[src/hw/mpu_pkg.sv]
// Shared constants and types of the multiprocessor serial unit and its peer
// Functional notes
// - Extra bit: 1 means ID, 0 means data
// - ID wait skips transfer, errors and flags
// - ID character sets rx_id_bit, clears wait
// - Accepted ID fills buffer, raises receive-full request
// - Multiprocessor format ignores parity enable
// - Transmitted extra bit follows tx_id_bit
// - Transmit buffer write clears tx_empty_flag
// - Receive buffer read clears rx_full_flag
// - Four requests from full, empty, done, faults
// - tx_empty_flag resets to one
// - tx_done_flag resets to one
// - Software enables transmit requests after writing data
// - Break sets framing fault, maybe parity fault
// - Break keeps setting framing fault after clear
// - Transmitter off: pin follows port direction, level
// - Clearing tx_on resets transmitter at once
// - Port direction and level one hold mark
// - Break send: direction one, level zero, then off
// - Synchronous mode: faults block transmit start
// - Clearing rx_on keeps fault flags
// - Receiver uses 16x clock, syncs on start edge
// - Bits latched at eighth basic-clock pulse
package mpu_pkg;
    localparam int unsigned OVERSAMPLE = 16;
    localparam int unsigned MID_TICK   = 8;
    localparam int unsigned DATA_BITS  = 8;
    localparam int unsigned ADDR_W     = 8;
    localparam int unsigned BAUD_W     = 16;
    localparam logic [15:0] BAUD_RST   = 16'h0015;
    localparam logic [7:0]  OFS_CTRL   = 8'h00;
    localparam logic [7:0]  OFS_STAT   = 8'h04;
    localparam logic [7:0]  OFS_TXD    = 8'h08;
    localparam logic [7:0]  OFS_RXD    = 8'h0C;
    localparam logic [7:0]  OFS_BAUD   = 8'h10;
    localparam int unsigned CTRL_W     = 12;
    localparam int unsigned C_TX_ON    = 0;
    localparam int unsigned C_RX_ON    = 1;
    localparam int unsigned C_RX_IRQ   = 2;
    localparam int unsigned C_TE_IRQ   = 3;
    localparam int unsigned C_TD_IRQ   = 4;
    localparam int unsigned C_ID_WAIT  = 5;
    localparam int unsigned C_MP       = 6;
    localparam int unsigned C_PAR      = 7;
    localparam int unsigned C_PODD     = 8;
    localparam int unsigned C_SYNC     = 9;
    localparam int unsigned C_PDIR     = 10;
    localparam int unsigned C_PLVL     = 11;
    localparam logic [11:0] CTRL_RST   = 12'h000;
    localparam int unsigned S_TXE      = 7;
    localparam int unsigned S_RXF      = 6;
    localparam int unsigned S_OVR      = 5;
    localparam int unsigned S_FRM      = 4;
    localparam int unsigned S_PAR      = 3;
    localparam int unsigned S_TXD      = 2;
    localparam int unsigned S_RXID     = 1;
    localparam int unsigned S_TXID     = 0;
    localparam logic [7:0]  STAT_RST   = 8'h84;
    typedef enum logic [4:0] {
        FR_IDLE  = 5'h01,
        FR_START = 5'h02,
        FR_DATA  = 5'h04,
        FR_EXTRA = 5'h08,
        FR_STOP  = 5'h10
    } mpu_frame_type;
endpackage : mpu_pkg

[src/hw/mpu_link_if.sv]
// Shared serial line between the unit and a peer station
interface mpu_link_if;
    logic dev_tx_o;
    logic dev_tx_oe_n;
    logic peer_tx;
    logic dev_line;
    // Pull-up keeps the line at mark while the unit releases it
    assign dev_line = dev_tx_oe_n ? 1'b1 : dev_tx_o;
    modport dev  (output dev_tx_o, output dev_tx_oe_n, input peer_tx);
    modport peer (output peer_tx, input dev_line);
endinterface : mpu_link_if

[src/hw/mpu_device.sv]
// Multiprocessor serial unit with APB registers
//
// Register access over APB and the address map were left to the implementer.
module mpu_device (
    input  wire logic        pclk,
    input  wire logic        presetn,
    input  wire logic        psel,
    input  wire logic        penable,
    input  wire logic        pwrite,
    input  wire logic [7:0]  paddr,
    input  wire logic [31:0] pwdata,
    output logic      [31:0] prdata,
    output logic             pready,
    output logic             pslverr,
    output logic             rx_full_irq,
    output logic             tx_empty_irq,
    output logic             tx_done_irq,
    output logic             rx_fault_irq,
    mpu_link_if.dev          link
);
    localparam logic [3:0] BIT_LAST = 4'(mpu_pkg::OVERSAMPLE - 1);
    localparam logic [3:0] MID_LAST = 4'(mpu_pkg::MID_TICK - 1);
    localparam logic [2:0] BIT_MSB  = 3'(mpu_pkg::DATA_BITS - 1);

    logic [11:0]  ctrl_reg;
    logic [7:0]   stat_reg;
    logic [15:0]  baud_reg;
    logic [15:0]  baud_cnt_reg;
    logic         tick_reg;
    logic [7:0]   tx_buffer_reg;
    logic [7:0]   rx_buffer_reg;
    logic [31:0]  prdata_reg;
    logic         pready_reg;
    logic         pslverr_reg;
    logic         acc;
    logic         wr_txd;
    logic         rd_rxd;
    logic         wr_stat;

    ////////////////////////////////////////////////////////////////////////
    // APB slave
    function automatic logic mapped(input logic [7:0] a);
        mapped = (a == mpu_pkg::OFS_CTRL) || (a == mpu_pkg::OFS_STAT) ||
                 (a == mpu_pkg::OFS_TXD)  || (a == mpu_pkg::OFS_RXD)  ||
                 (a == mpu_pkg::OFS_BAUD);
    endfunction : mapped

    assign acc     = psel & penable & pready_reg;
    assign wr_txd  = acc & pwrite & (paddr == mpu_pkg::OFS_TXD);
    assign rd_rxd  = acc & ~pwrite & (paddr == mpu_pkg::OFS_RXD);
    assign wr_stat = acc & pwrite & (paddr == mpu_pkg::OFS_STAT);

    always_ff @(posedge pclk or negedge presetn) begin
        if (!presetn) begin
            pready_reg  <= 1'b0;
            pslverr_reg <= 1'b0;
            prdata_reg  <= 32'h0000_0000;
        end else begin
            pready_reg  <= psel & ~penable;
            pslverr_reg <= psel & ~penable & ~mapped(paddr);
            if (psel & ~penable) begin
                unique case (paddr)
                    mpu_pkg::OFS_CTRL: prdata_reg <= 32'(ctrl_reg);
                    mpu_pkg::OFS_STAT: prdata_reg <= 32'(stat_reg);
                    mpu_pkg::OFS_RXD:  prdata_reg <= 32'(rx_buffer_reg);
                    mpu_pkg::OFS_BAUD: prdata_reg <= 32'(baud_reg);
                    default:           prdata_reg <= 32'h0000_0000;
                endcase
            end
        end
    end

    assign prdata  = prdata_reg;
    assign pready  = pready_reg;
    assign pslverr = pslverr_reg;

    ////////////////////////////////////////////////////////////////////////
    // 16x basic clock
    always_ff @(posedge pclk or negedge presetn) begin
        if (!presetn) begin
            baud_cnt_reg <= 16'h0000;
            tick_reg     <= 1'b0;
        end else begin
            tick_reg <= (baud_cnt_reg == 16'h0000);
            if (baud_cnt_reg == 16'h0000) begin
                baud_cnt_reg <= baud_reg;
            end else begin
                baud_cnt_reg <= baud_cnt_reg - 16'h0001;
            end
        end
    end

    ////////////////////////////////////////////////////////////////////////
    // Transmitter
    mpu_pkg::mpu_frame_type tx_st_reg;
    logic [3:0]   tx_cnt_reg;
    logic [2:0]   tx_bit_reg;
    logic [7:0]   tx_shifter;
    logic         tx_x_reg;
    logic         tx_xon_reg;
    logic         tx_load;
    logic         tx_end;
    logic         tx_level;
    logic         faults;

    assign faults  = stat_reg[mpu_pkg::S_OVR] | stat_reg[mpu_pkg::S_FRM] |
                     stat_reg[mpu_pkg::S_PAR];
    assign tx_load = ctrl_reg[mpu_pkg::C_TX_ON] & ~stat_reg[mpu_pkg::S_TXE] &
                     (tx_st_reg == mpu_pkg::FR_IDLE) & ~wr_txd &
                     ~(ctrl_reg[mpu_pkg::C_SYNC] & faults);
    assign tx_end  = (tx_st_reg == mpu_pkg::FR_STOP) & tick_reg &
                     (tx_cnt_reg == BIT_LAST);

    always_ff @(posedge pclk or negedge presetn) begin
        if (!presetn) begin
            tx_st_reg  <= mpu_pkg::FR_IDLE;
            tx_cnt_reg <= 4'h0;
            tx_bit_reg <= 3'h0;
            tx_shifter <= 8'h00;
            tx_x_reg   <= 1'b0;
            tx_xon_reg <= 1'b0;
        end else if (!ctrl_reg[mpu_pkg::C_TX_ON]) begin
            tx_st_reg  <= mpu_pkg::FR_IDLE;
            tx_cnt_reg <= 4'h0;
        end else if (tx_load) begin
            tx_st_reg  <= mpu_pkg::FR_START;
            tx_cnt_reg <= 4'h0;
            tx_bit_reg <= 3'h0;
            tx_shifter <= tx_buffer_reg;
            tx_xon_reg <= ctrl_reg[mpu_pkg::C_MP] | ctrl_reg[mpu_pkg::C_PAR];
            if (ctrl_reg[mpu_pkg::C_MP]) begin
                tx_x_reg <= stat_reg[mpu_pkg::S_TXID];
            end else begin
                tx_x_reg <= ^tx_buffer_reg ^ ctrl_reg[mpu_pkg::C_PODD];
            end
        end else if (tick_reg && tx_st_reg != mpu_pkg::FR_IDLE) begin
            tx_cnt_reg <= tx_cnt_reg + 4'h1;
            if (tx_cnt_reg == BIT_LAST) begin
                unique case (tx_st_reg)
                    mpu_pkg::FR_START: tx_st_reg <= mpu_pkg::FR_DATA;
                    mpu_pkg::FR_DATA: begin
                        tx_shifter <= {1'b1, tx_shifter[7:1]};
                        tx_bit_reg <= tx_bit_reg + 3'h1;
                        if (tx_bit_reg == BIT_MSB) begin
                            tx_st_reg <= tx_xon_reg ? mpu_pkg::FR_EXTRA
                                                    : mpu_pkg::FR_STOP;
                        end
                    end
                    mpu_pkg::FR_EXTRA: tx_st_reg <= mpu_pkg::FR_STOP;
                    default:           tx_st_reg <= mpu_pkg::FR_IDLE;
                endcase
            end
        end
    end

    always_comb begin
        unique case (tx_st_reg)
            mpu_pkg::FR_START: tx_level = 1'b0;
            mpu_pkg::FR_DATA:  tx_level = tx_shifter[0];
            mpu_pkg::FR_EXTRA: tx_level = tx_x_reg;
            default:           tx_level = 1'b1;
        endcase
    end

    logic line_o_reg;
    logic line_oe_n_reg;

    always_ff @(posedge pclk or negedge presetn) begin
        if (!presetn) begin
            line_o_reg    <= 1'b1;
            line_oe_n_reg <= 1'b1;
        end else if (ctrl_reg[mpu_pkg::C_TX_ON]) begin
            line_o_reg    <= tx_level;
            line_oe_n_reg <= 1'b0;
        end else begin
            line_o_reg    <= ctrl_reg[mpu_pkg::C_PLVL];
            line_oe_n_reg <= ~ctrl_reg[mpu_pkg::C_PDIR];
        end
    end

    assign link.dev_tx_o    = line_o_reg;
    assign link.dev_tx_oe_n = line_oe_n_reg;

    ////////////////////////////////////////////////////////////////////////
    // Receiver
    mpu_pkg::mpu_frame_type rx_st_reg;
    logic         rx_s1_reg;
    logic         rx_s2_reg;
    logic [3:0]   rx_cnt_reg;
    logic [2:0]   rx_bit_reg;
    logic [7:0]   rx_shifter;
    logic         rx_x_reg;
    logic         rx_done;
    logic         rx_skip;
    logic         rx_perr;

    always_ff @(posedge pclk or negedge presetn) begin
        if (!presetn) begin
            rx_s1_reg <= 1'b1;
            rx_s2_reg <= 1'b1;
        end else begin
            rx_s1_reg <= link.peer_tx;
            rx_s2_reg <= rx_s1_reg;
        end
    end

    always_ff @(posedge pclk or negedge presetn) begin
        if (!presetn) begin
            rx_st_reg  <= mpu_pkg::FR_IDLE;
            rx_cnt_reg <= 4'h0;
            rx_bit_reg <= 3'h0;
            rx_shifter <= 8'h00;
            rx_x_reg   <= 1'b0;
        end else if (!ctrl_reg[mpu_pkg::C_RX_ON]) begin
            rx_st_reg <= mpu_pkg::FR_IDLE;
        end else if (rx_st_reg == mpu_pkg::FR_IDLE) begin
            if (!rx_s2_reg) begin
                rx_st_reg  <= mpu_pkg::FR_START;
                rx_cnt_reg <= 4'h0;
            end
        end else if (tick_reg) begin
            rx_cnt_reg <= rx_cnt_reg + 4'h1;
            if (rx_st_reg == mpu_pkg::FR_START) begin
                if (rx_cnt_reg == MID_LAST) begin
                    rx_st_reg  <= rx_s2_reg ? mpu_pkg::FR_IDLE : mpu_pkg::FR_DATA;
                    rx_cnt_reg <= 4'h0;
                    rx_bit_reg <= 3'h0;
                end
            end else if (rx_cnt_reg == BIT_LAST) begin
                unique case (rx_st_reg)
                    mpu_pkg::FR_DATA: begin
                        rx_shifter <= {rx_s2_reg, rx_shifter[7:1]};
                        rx_bit_reg <= rx_bit_reg + 3'h1;
                        if (rx_bit_reg == BIT_MSB) begin
                            rx_st_reg <= (ctrl_reg[mpu_pkg::C_MP] | ctrl_reg[mpu_pkg::C_PAR])
                                         ? mpu_pkg::FR_EXTRA : mpu_pkg::FR_STOP;
                        end
                    end
                    mpu_pkg::FR_EXTRA: begin
                        rx_x_reg  <= rx_s2_reg;
                        rx_st_reg <= mpu_pkg::FR_STOP;
                    end
                    default: rx_st_reg <= mpu_pkg::FR_IDLE;
                endcase
            end
        end
    end

    assign rx_done = ctrl_reg[mpu_pkg::C_RX_ON] & (rx_st_reg == mpu_pkg::FR_STOP) &
                     tick_reg & (rx_cnt_reg == BIT_LAST);
    assign rx_skip = ctrl_reg[mpu_pkg::C_MP] & ctrl_reg[mpu_pkg::C_ID_WAIT] &
                     ~rx_x_reg;
    assign rx_perr = ctrl_reg[mpu_pkg::C_PAR] & ~ctrl_reg[mpu_pkg::C_MP] &
                     (^rx_shifter ^ ctrl_reg[mpu_pkg::C_PODD] ^ rx_x_reg);

    ////////////////////////////////////////////////////////////////////////
    // Registers and flags; hardware sets win over software clears
    always_ff @(posedge pclk or negedge presetn) begin
        if (!presetn) begin
            ctrl_reg      <= mpu_pkg::CTRL_RST;
            baud_reg      <= mpu_pkg::BAUD_RST;
            tx_buffer_reg <= 8'h00;
        end else begin
            if (acc && pwrite && paddr == mpu_pkg::OFS_CTRL) begin
                ctrl_reg <= pwdata[11:0];
            end else if (rx_done && !rx_skip && ctrl_reg[mpu_pkg::C_MP] && rx_x_reg) begin
                ctrl_reg[mpu_pkg::C_ID_WAIT] <= 1'b0;
            end
            if (acc && pwrite && paddr == mpu_pkg::OFS_BAUD) begin
                baud_reg <= pwdata[15:0];
            end
            if (wr_txd) begin
                tx_buffer_reg <= pwdata[7:0];
            end
        end
    end

    always_ff @(posedge pclk or negedge presetn) begin
        if (!presetn) begin
            stat_reg      <= mpu_pkg::STAT_RST;
            rx_buffer_reg <= 8'h00;
        end else begin
            if (wr_stat) begin
                stat_reg[mpu_pkg::S_TXID] <= pwdata[mpu_pkg::S_TXID];
                stat_reg[mpu_pkg::S_OVR]  <= stat_reg[mpu_pkg::S_OVR] & pwdata[mpu_pkg::S_OVR];
                stat_reg[mpu_pkg::S_FRM]  <= stat_reg[mpu_pkg::S_FRM] & pwdata[mpu_pkg::S_FRM];
                stat_reg[mpu_pkg::S_PAR]  <= stat_reg[mpu_pkg::S_PAR] & pwdata[mpu_pkg::S_PAR];
            end
            if (wr_txd) begin
                stat_reg[mpu_pkg::S_TXE] <= 1'b0;
            end
            if (tx_load) begin
                stat_reg[mpu_pkg::S_TXE] <= 1'b1;
                stat_reg[mpu_pkg::S_TXD] <= 1'b0;
            end
            if (tx_end && stat_reg[mpu_pkg::S_TXE]) begin
                stat_reg[mpu_pkg::S_TXD] <= 1'b1;
            end
            if (rd_rxd) begin
                stat_reg[mpu_pkg::S_RXF] <= 1'b0;
            end
            if (rx_done && !rx_skip) begin
                if (!rx_s2_reg) begin
                    stat_reg[mpu_pkg::S_FRM] <= 1'b1;
                end
                if (stat_reg[mpu_pkg::S_RXF]) begin
                    stat_reg[mpu_pkg::S_OVR] <= 1'b1;
                end else begin
                    rx_buffer_reg            <= rx_shifter;
                    stat_reg[mpu_pkg::S_RXF] <= 1'b1;
                    if (rx_perr) begin
                        stat_reg[mpu_pkg::S_PAR] <= 1'b1;
                    end
                end
                if (ctrl_reg[mpu_pkg::C_MP]) begin
                    stat_reg[mpu_pkg::S_RXID] <= rx_x_reg;
                end
            end
        end
    end

    ////////////////////////////////////////////////////////////////////////
    // Interrupt requests; rx_on clear leaves fault flags alone
    always_ff @(posedge pclk or negedge presetn) begin
        if (!presetn) begin
            rx_full_irq  <= 1'b0;
            tx_empty_irq <= 1'b0;
            tx_done_irq  <= 1'b0;
            rx_fault_irq <= 1'b0;
        end else begin
            rx_full_irq  <= ctrl_reg[mpu_pkg::C_RX_IRQ] & stat_reg[mpu_pkg::S_RXF];
            tx_empty_irq <= ctrl_reg[mpu_pkg::C_TE_IRQ] & stat_reg[mpu_pkg::S_TXE];
            tx_done_irq  <= ctrl_reg[mpu_pkg::C_TD_IRQ] & stat_reg[mpu_pkg::S_TXD];
            rx_fault_irq <= ctrl_reg[mpu_pkg::C_RX_IRQ] & faults;
        end
    end
endmodule : mpu_device

[src/flat_wrapper.sv]
// flat-port wrapper written by rule: the top's interface ports become plain ports
module mpu_device_flat 
  (pclk, presetn, psel, penable, pwrite, paddr, pwdata, prdata, pready, pslverr, rx_full_irq, tx_empty_irq, tx_done_irq, rx_fault_irq, link_dev_tx_o, link_dev_tx_oe_n, link_peer_tx);
  mpu_link_if link_i ();
  input  wire logic pclk;
  input  wire logic presetn;
  input  wire logic psel;
  input  wire logic penable;
  input  wire logic pwrite;
  input  wire logic [7:0] paddr;
  input  wire logic [31:0] pwdata;
  output logic      [31:0] prdata;
  output logic pready;
  output logic pslverr;
  output logic rx_full_irq;
  output logic tx_empty_irq;
  output logic tx_done_irq;
  output logic rx_fault_irq;
  output wire logic [$bits(link_i.dev_tx_o)-1:0] link_dev_tx_o;
  output wire logic [$bits(link_i.dev_tx_oe_n)-1:0] link_dev_tx_oe_n;
  input wire logic [$bits(link_i.peer_tx)-1:0] link_peer_tx;
  assign link_dev_tx_o = link_i.dev_tx_o;
  assign link_dev_tx_oe_n = link_i.dev_tx_oe_n;
  assign link_i.peer_tx = link_peer_tx;
  mpu_device u_core (.pclk(pclk), .presetn(presetn), .psel(psel), .penable(penable), .pwrite(pwrite), .paddr(paddr), .pwdata(pwdata), .prdata(prdata), .pready(pready), .pslverr(pslverr), .rx_full_irq(rx_full_irq), .tx_empty_irq(tx_empty_irq), .tx_done_irq(tx_done_irq), .rx_fault_irq(rx_fault_irq), .link(link_i));
endmodule
[config.mk]
export PLATFORM = sky130hd
export DESIGN_NAME = mpu_device_flat
export DESIGN_NICKNAME = d
export VERILOG_FILES = /design/src/hw/mpu_pkg.sv /design/src/hw/mpu_link_if.sv /design/src/hw/mpu_device.sv /design/src/flat_wrapper.sv
export SDC_FILE = /design/constraint.sdc
export NUM_CORES = 1
export LEC_CHECK = 0
export ABC_AREA = 0
export BUFFER_PORTS_ARGS = -buffer_cell sky130_fd_sc_hd__buf_4
export CAP_MARGIN = 20
export CORE_MARGIN = 3
export CORE_UTILIZATION = 58
export CTS_CLUSTER_DIAMETER = 80
export DETAILED_ROUTE_END_ITERATION = 7
export PLACE_DENSITY = 0.85
export SLEW_MARGIN = 10
export SYNTH_ARGS = -nofsm -noshare
export SYNTH_HDL_FRONTEND = slang
export SYNTH_SLANG_ARGS = --single-unit
export TNS_END_PERCENT = 30
[constraint.sdc]
create_clock -name pclk -period 3 [get_ports pclk]
set_input_delay 0.45 -clock pclk [delete_from_list [all_inputs] [get_ports pclk]]
set_output_delay 0.45 -clock pclk [all_outputs]
set_load 0.01 [all_outputs]
==> results of run 1 <==
==> worst register-to-register path, cell delays in order, from the launching register on <==
cell       delay, ns
dfrtp_1         0.42
o31ai_1         0.40
and3_1          0.25
nand2b_1        0.25
a21boi_2        0.66
a2bb2oi_1       0.23
==> per-layer routing <==
| layer | wire [µm] | vias up | share of wire (%) |
|---|---|---|---|
| met3 | 1030 | 39 | 6.8 |
| met2 | 7480 | 192 | 49 |
| met4 | 331 | 2 | 2.2 |
| met1 | 6430 | 2452 | 42 |
| li1 | - | 2220 | - |
| met5 | 11 | - | 0.072 |
==> worst max-delay path by stage <==
stage	start	end	slack [ns]
after floorplan	paddr[5]	u_core.ctrl_reg[0]	0.79
after global placement	paddr[5]	u_core.tx_shifter[7]	0.61
after detailed placement	paddr[4]	u_core.tx_shifter[7]	0.57
after CTS	u_core.stat_reg[4]	u_core.tx_shifter[1]	0.73
after global routing	u_core.tick_reg	u_core.tx_shifter[1]	0.57
final	u_core.stat_reg[5]	u_core.tx_shifter[1]	0.71
==> synthesized netlist by cell type (8+ instances only) <==
| cell type | instances | share of area (%) |
|---|---|---|
| dfrtp_1 | 127 | 47 |
| mux2_2 | 53 | 8.9 |
| nand2_1 | 49 | 2.7 |
| o21ai_0 | 39 | 2.9 |
| nor2_1 | 27 | 1.5 |
| xnor2_1 | 21 | 2.7 |
| buf_4 | 18 | 2.0 |
| inv_1 | 18 | 1.0 |
| clkbuf_1 | 16 | 0.90 |
| nand3_1 | 15 | 1.1 |
| a22o_1 | 14 | 1.8 |
| a22oi_1 | 12 | 1.3 |
| dfstp_2 | 11 | 4.3 |
| mux2i_1 | 11 | 1.6 |
| a21oi_1 | 10 | 0.75 |
| xor2_1 | 10 | 1.3 |
| nor3_1 | 9 | 0.67 |
| o22ai_1 | 9 | 0.84 |
| and2_1 | 8 | 0.75 |
| ha_1 | 8 | 1.5 |
| nand2b_1 | 8 | 0.75 |
==> stage by stage <==
stage / total power, mW / util (%) / instance area [µm²] / setup WS [ns] / hold WS (ns)
2_1_floorplan: 2.58 / - / 6760 / 0.788 / 0.154
3_3_place_gp: 2.72 / 64.8 / 7180 / 0.607 / 0.346
3_5_place_dp: 2.77 / 64.8 / 7180 / 0.574 / 0.348
4_1_cts: 4.85 / 70.1 / 7770 / 0.733 / 0.0333
5_1_grt: 5.03 / 70.1 / 7770 / 0.571 / 0.0498
6_report: 4.84 / 70.1 / 7770 / 0.706 / 0.00777
==> logic make-up (layout without fill, tap and decap cells) <==
family	after synthesis	after routing	share of synthesized area, %
flip-flops	138	138	51.7
XOR/XNOR	32	32	4.39
AND/OR/NAND/NOR	166	166	13.5
multiplexers	65	65	10.9
buffers and inverters	60	115	4.91
adder cells (fa/ha/maj)	8	8	1.49
other	1	16	0.0559
AO/OA/AOI/OAI	123	123	13.1
==> area by class of cell <==
type                       count  share of cell area [%]
tap                          140                    2.25
clock buffer                  25                    6.51
sequential                   138                    44.6
timing repair buffer          65                    6.49
inverter                      18                   0.870
multi-input combinational    410                    38.1
clock inverter                 7                    1.13
==> cells in the final DEF (no fill, tap or decap), types with 8 or more instances in the layout <==
| master | Yosys | final |
|---|---|---|
| o22ai_1 | 9 | 9 |
| xor2_1 | 10 | 10 |
| dfstp_2 | 11 | 11 |
| nor2_1 | 27 | 27 |
| a22o_1 | 14 | 14 |
| nand2b_1 | 8 | 8 |
| clkbuf_16 | 0 | 17 |
| mux2i_1 | 11 | 11 |
| inv_1 | 18 | 18 |
| dfrtp_1 | 127 | 127 |
| and2_1 | 8 | 8 |
| xnor2_1 | 21 | 21 |
| buf_4 | 18 | 63 |
| nand2_1 | 49 | 49 |
| conb_1 | 1 | 16 |
| o21ai_0 | 39 | 39 |
| nor3_1 | 9 | 9 |
| mux2_2 | 53 | 53 |
| a21oi_1 | 10 | 10 |
| a22oi_1 | 12 | 12 |
| ha_1 | 8 | 8 |
| nand3_1 | 15 | 15 |
==> power breakdown <==
part,switching (mW),internal (mW)
Combinational,0.308,0.261
Clock,0.753,1.33
Sequential,0.171,2.01
Total,1.23,3.60
==> metrics.csv, run 1 <==
metric,value,unit
status,"finished, final reports clean",
h-tree-depth,4,
crit_fanout,11,
synth_area,6700,µm²
numClockSinks,138,
dr_total_vias,4905,
syn_avg_cell_area,11.3,µm²
dr.pass1.iters,6,
fin_crit,2.29,ns
p_leak,3.60,nW
grt_max_degree,64,
rsz0062_at_grt,false,
fin_tns_setup,0,ns
max_cap_violations,0,
final_max_slew_viol_count,0,
clock_skew,0.00852,ns
cts_resized,0,
routedWlPerCell,19.0,µm
synth-warning-count,0,
hp-class,in -> async,
timing.rr.end,u_core.tx_shifter[1],
reg2reg_depth,5,
drive_above_1_share,26.8,%
multi_input_area,2960,µm²
setup_violations,0,
die-area,12900,µm²
maxSlewHeadroom,53.5,%
dp_hpwl,10600,µm
critical_path_buf_inv_count,0,
cts_hold_buf,0,
crit_type,reg -> reg,
worstPathRequired,3.33,ns
clk_pin_slew,0.06,ns
overflow,0,
cts_tree,yes,
async_flop_share,100,%
fill_cells,768,
cp.depth,5,
ant_nets,0,
cp_data_arrival_time,2.62,ns
die_y,114,µm
cp_top_family,compound AO/OA/AOI/OAI gates,
ys_ff_latch,138,
crit_path_top_delay_cell,a21boi_2,
worstMarginPinSlew,0.691,ns
ff2ff_setup_slack,0.71,ns
yosysUniqueCellTypes,77,
layout-area-overhead-vs-synth,15.9,%
gp_congestion,0.934,
coreArea,11100,µm²
synth_flop_cell,dfrtp_1,
finalHoldViolations,0,
grt_pass1_vias,4987,
track_usage,24.9,%
gr-max-usage-layer,met2,
synthCells,593,
grt_use_met2,40.3,%
clock_latency,0.42,ns
irDropWorstVdd,0.000591,V
fmax,436,MHz
grt_util_met3,6.74,%
instances_no_fill,803,
start_util,60.5,%
slowest_delay,0.65,ns
seqCellArea,3470,µm²
routed_via_density,6.11,
period_share,76.5,%
r2r_start,u_core.stat_reg[5],
post_cts_buffers,0,
nets,704,
gr-usage-met1,32.0,%
grt_pass1_wl,25200,µm
dpl.cell_count,771,
end_kind,register,
crit_chain,o31ai_1 > and3_1 > nand2b_1 > a21boi_2 > a2bb2oi_1,
io_buffer_count,53,
drt_iter0_drc,465,
yosysSeqAreaShare,51.7,%
rows,38,
root_buffer,clkbuf_16,
cts_buffer_depth,2,
wl,15300,µm
cts_made_buffers,17,
grt_antenna_before_repair,1,
drc,0,
die_width,114,µm
pin_count,86,
start_kind,register,
diodes,0,
power_density,622,nW/µm²
synth_edf_count,0,
No activity file was read; power rests on OpenSTA's default activity.
==> run 2, diff against run 1 <==
- clock period: 3 -> 2.2 ns (I/O delays scaled with it)
==> run 2 against run 1 <==
Compared with the run above:
- global-route usage up 0.89 points
- maximum frequency up 7.2%
- sequential share of layout area is 1.0 points lower
- clock skew decreased by 0.0014 ns
- non-clock buffer count rose by 15
- first-iteration DRC count is 0.65% higher
- via count up 1.2%
==> metrics.csv, run 2 (synthesis gave the netlist of run 1 again) <==
metric,value,unit
worstPathRequired,2.54,ns
max_cap_violations,0,
drt_iter0_drc,468,
p_leak,3.69,nW
worstMarginPinSlew,0.663,ns
period_share,97.3,%
wl,15900,µm
crit_fanout,9,
hp-class,in -> reg,
dp_hpwl,10800,µm
dr_total_vias,4963,
final_common_cell,dfrtp_1,
numClockSinks,138,
clk_pin_slew,0.05,ns
final_max_slew_viol_count,0,
gp_congestion,0.857,
routedWlPerCell,19.4,µm
grt_pass1_vias,5001,
clock_skew,0.00714,ns
finalPower,6.87,mW
rsz0062_at_grt,true,
routed_via_density,6.07,
diodes,0,
cp_data_arrival_time,2.48,ns
root_buffer,clkbuf_16,
clock_latency,0.42,ns
cts_buffer_depth,2,
ant_nets,0,
ff2ff_setup_slack,0.06,ns
fill_cells,751,
rows,38,
fmax,467,MHz
cts_tree,yes,
pin_count,86,
start_util,60.5,%
fin_tns_setup,0,ns
power_density,864,nW/µm²
drive_above_1_share,28.2,%
h-tree-depth,4,
grt_max_degree,54,
post_cts_buffers,0,
setup_violations,0,
maxSlewHeadroom,55.6,%
final_cell_mix,"dfrtp_1 (127), buf_4 (76), mux2_2 (53), nand2_1 (49), o21ai_0 (39)",
end_kind,register,
die_y,114,µm
cts_made_buffers,17,
track_usage,25.8,%
status,"finished, final reports clean",
nets,719,
overflow,0,
fin_crit,2.14,ns
drc,0,
grt_antenna_before_repair,0,
grt_pass1_wl,26000,µm
die_width,114,µm
final_util,71.8,%
coreArea,11100,µm²
finalHoldViolations,0,
crit_type,reg -> reg,
dr.pass1.iters,5,
irDropWorstVdd,0.000892,V
start_kind,register,
layout-area-overhead-vs-synth,18.7,%
die-area,12900,µm²
io_buffer_count,53,
## run 2: changes by cell type in the layout (fill, tap and decap cells not counted), sizes merged
cell	before	now
buf	65	79
clkinv	4	3
bufinv	2	5
dlygate4sd3	0	1
clkinvlp	1	0
clkbuf	25	24
## run 2: path summary, 6_finish.rpt
check,cells after the start,from,end
worst max-delay path,5,u_core.rx_st_reg[0],u_core.rx_st_reg[3]
min in group asynchronous,2,presetn,u_core.baud_reg[13]
worst max register to register,5,u_core.rx_st_reg[0],u_core.rx_st_reg[3]
max in group asynchronous,3,presetn,u_core.rx_s2_reg
worst min-delay path,1,link_peer_tx,u_core.rx_s1_reg
worst min register to register,0,u_core.rx_s1_reg,u_core.rx_s2_reg
## run 2: critical path: stages, from the launching register on
cell	delay [ns]
dfstp_2	0.62
or4b_1	0.53
or2_2	0.37
nor2_1	0.20
o2111ai_1	0.17
a21oi_1	0.17
## run 2: per-stage QoR
stage | hold WS [ns] | cell area [µm²] | instances | setup WS [ns]
floorplan | 0.0344 | 6760 | 608 | 0.108
global placement | 0.305 | 7290 | 785 | 0.114
detailed placement | 0.313 | 7290 | 785 | 0.0437
CTS | 0.00941 | 7940 | 818 | 0.0894
global route | 0.00623 | 7950 | 818 | -0.0348
finish | 0.0227 | 7950 | 818 | 0.0605
## run 2: layout make-up
type | instances | area, µm² | share of cell area (%)
Inverter | 18 | 67.6 | 0.849
Sequential cell | 138 | 3470 | 43.6
Multi-Input combinational cell | 410 | 2980 | 37.4
Clock inverter | 8 | 165 | 2.08
Tap cell | 140 | 175 | 2.20
Timing Repair Buffer | 80 | 632 | 7.94
Clock buffer | 24 | 472 | 5.93
## run 2: power breakdown
group	internal, mW	switching, mW	leakage (nW)	total, mW
Sequential	2.75	0.224	1.80	2.97
Combinational	0.370	0.443	1.58	0.814
Clock	2.07	1.02	0.312	3.09
## run 2: timing repair
item	CTS	global route
hold buffers	1	0
resized for setup	0	2
endpoints found under the hold margin	46	0
setup endpoints to repair	0	19
## run 2: metal layers
| layer | share of wire [%] | vias to the layer above | wire length (µm) | GRT usage (%) |
|---|---|---|---|---|
| met5 | 0 | - | 0 | 0 |
| met3 | 6.6 | 31 | 1050 | 6.58 |
| li1 | - | 2238 | - | - |
| met1 | 42 | 2500 | 6640 | 33.1 |
| met2 | 50 | 194 | 7960 | 43.1 |
| met4 | 1.7 | 0 | 263 | 8.09 |
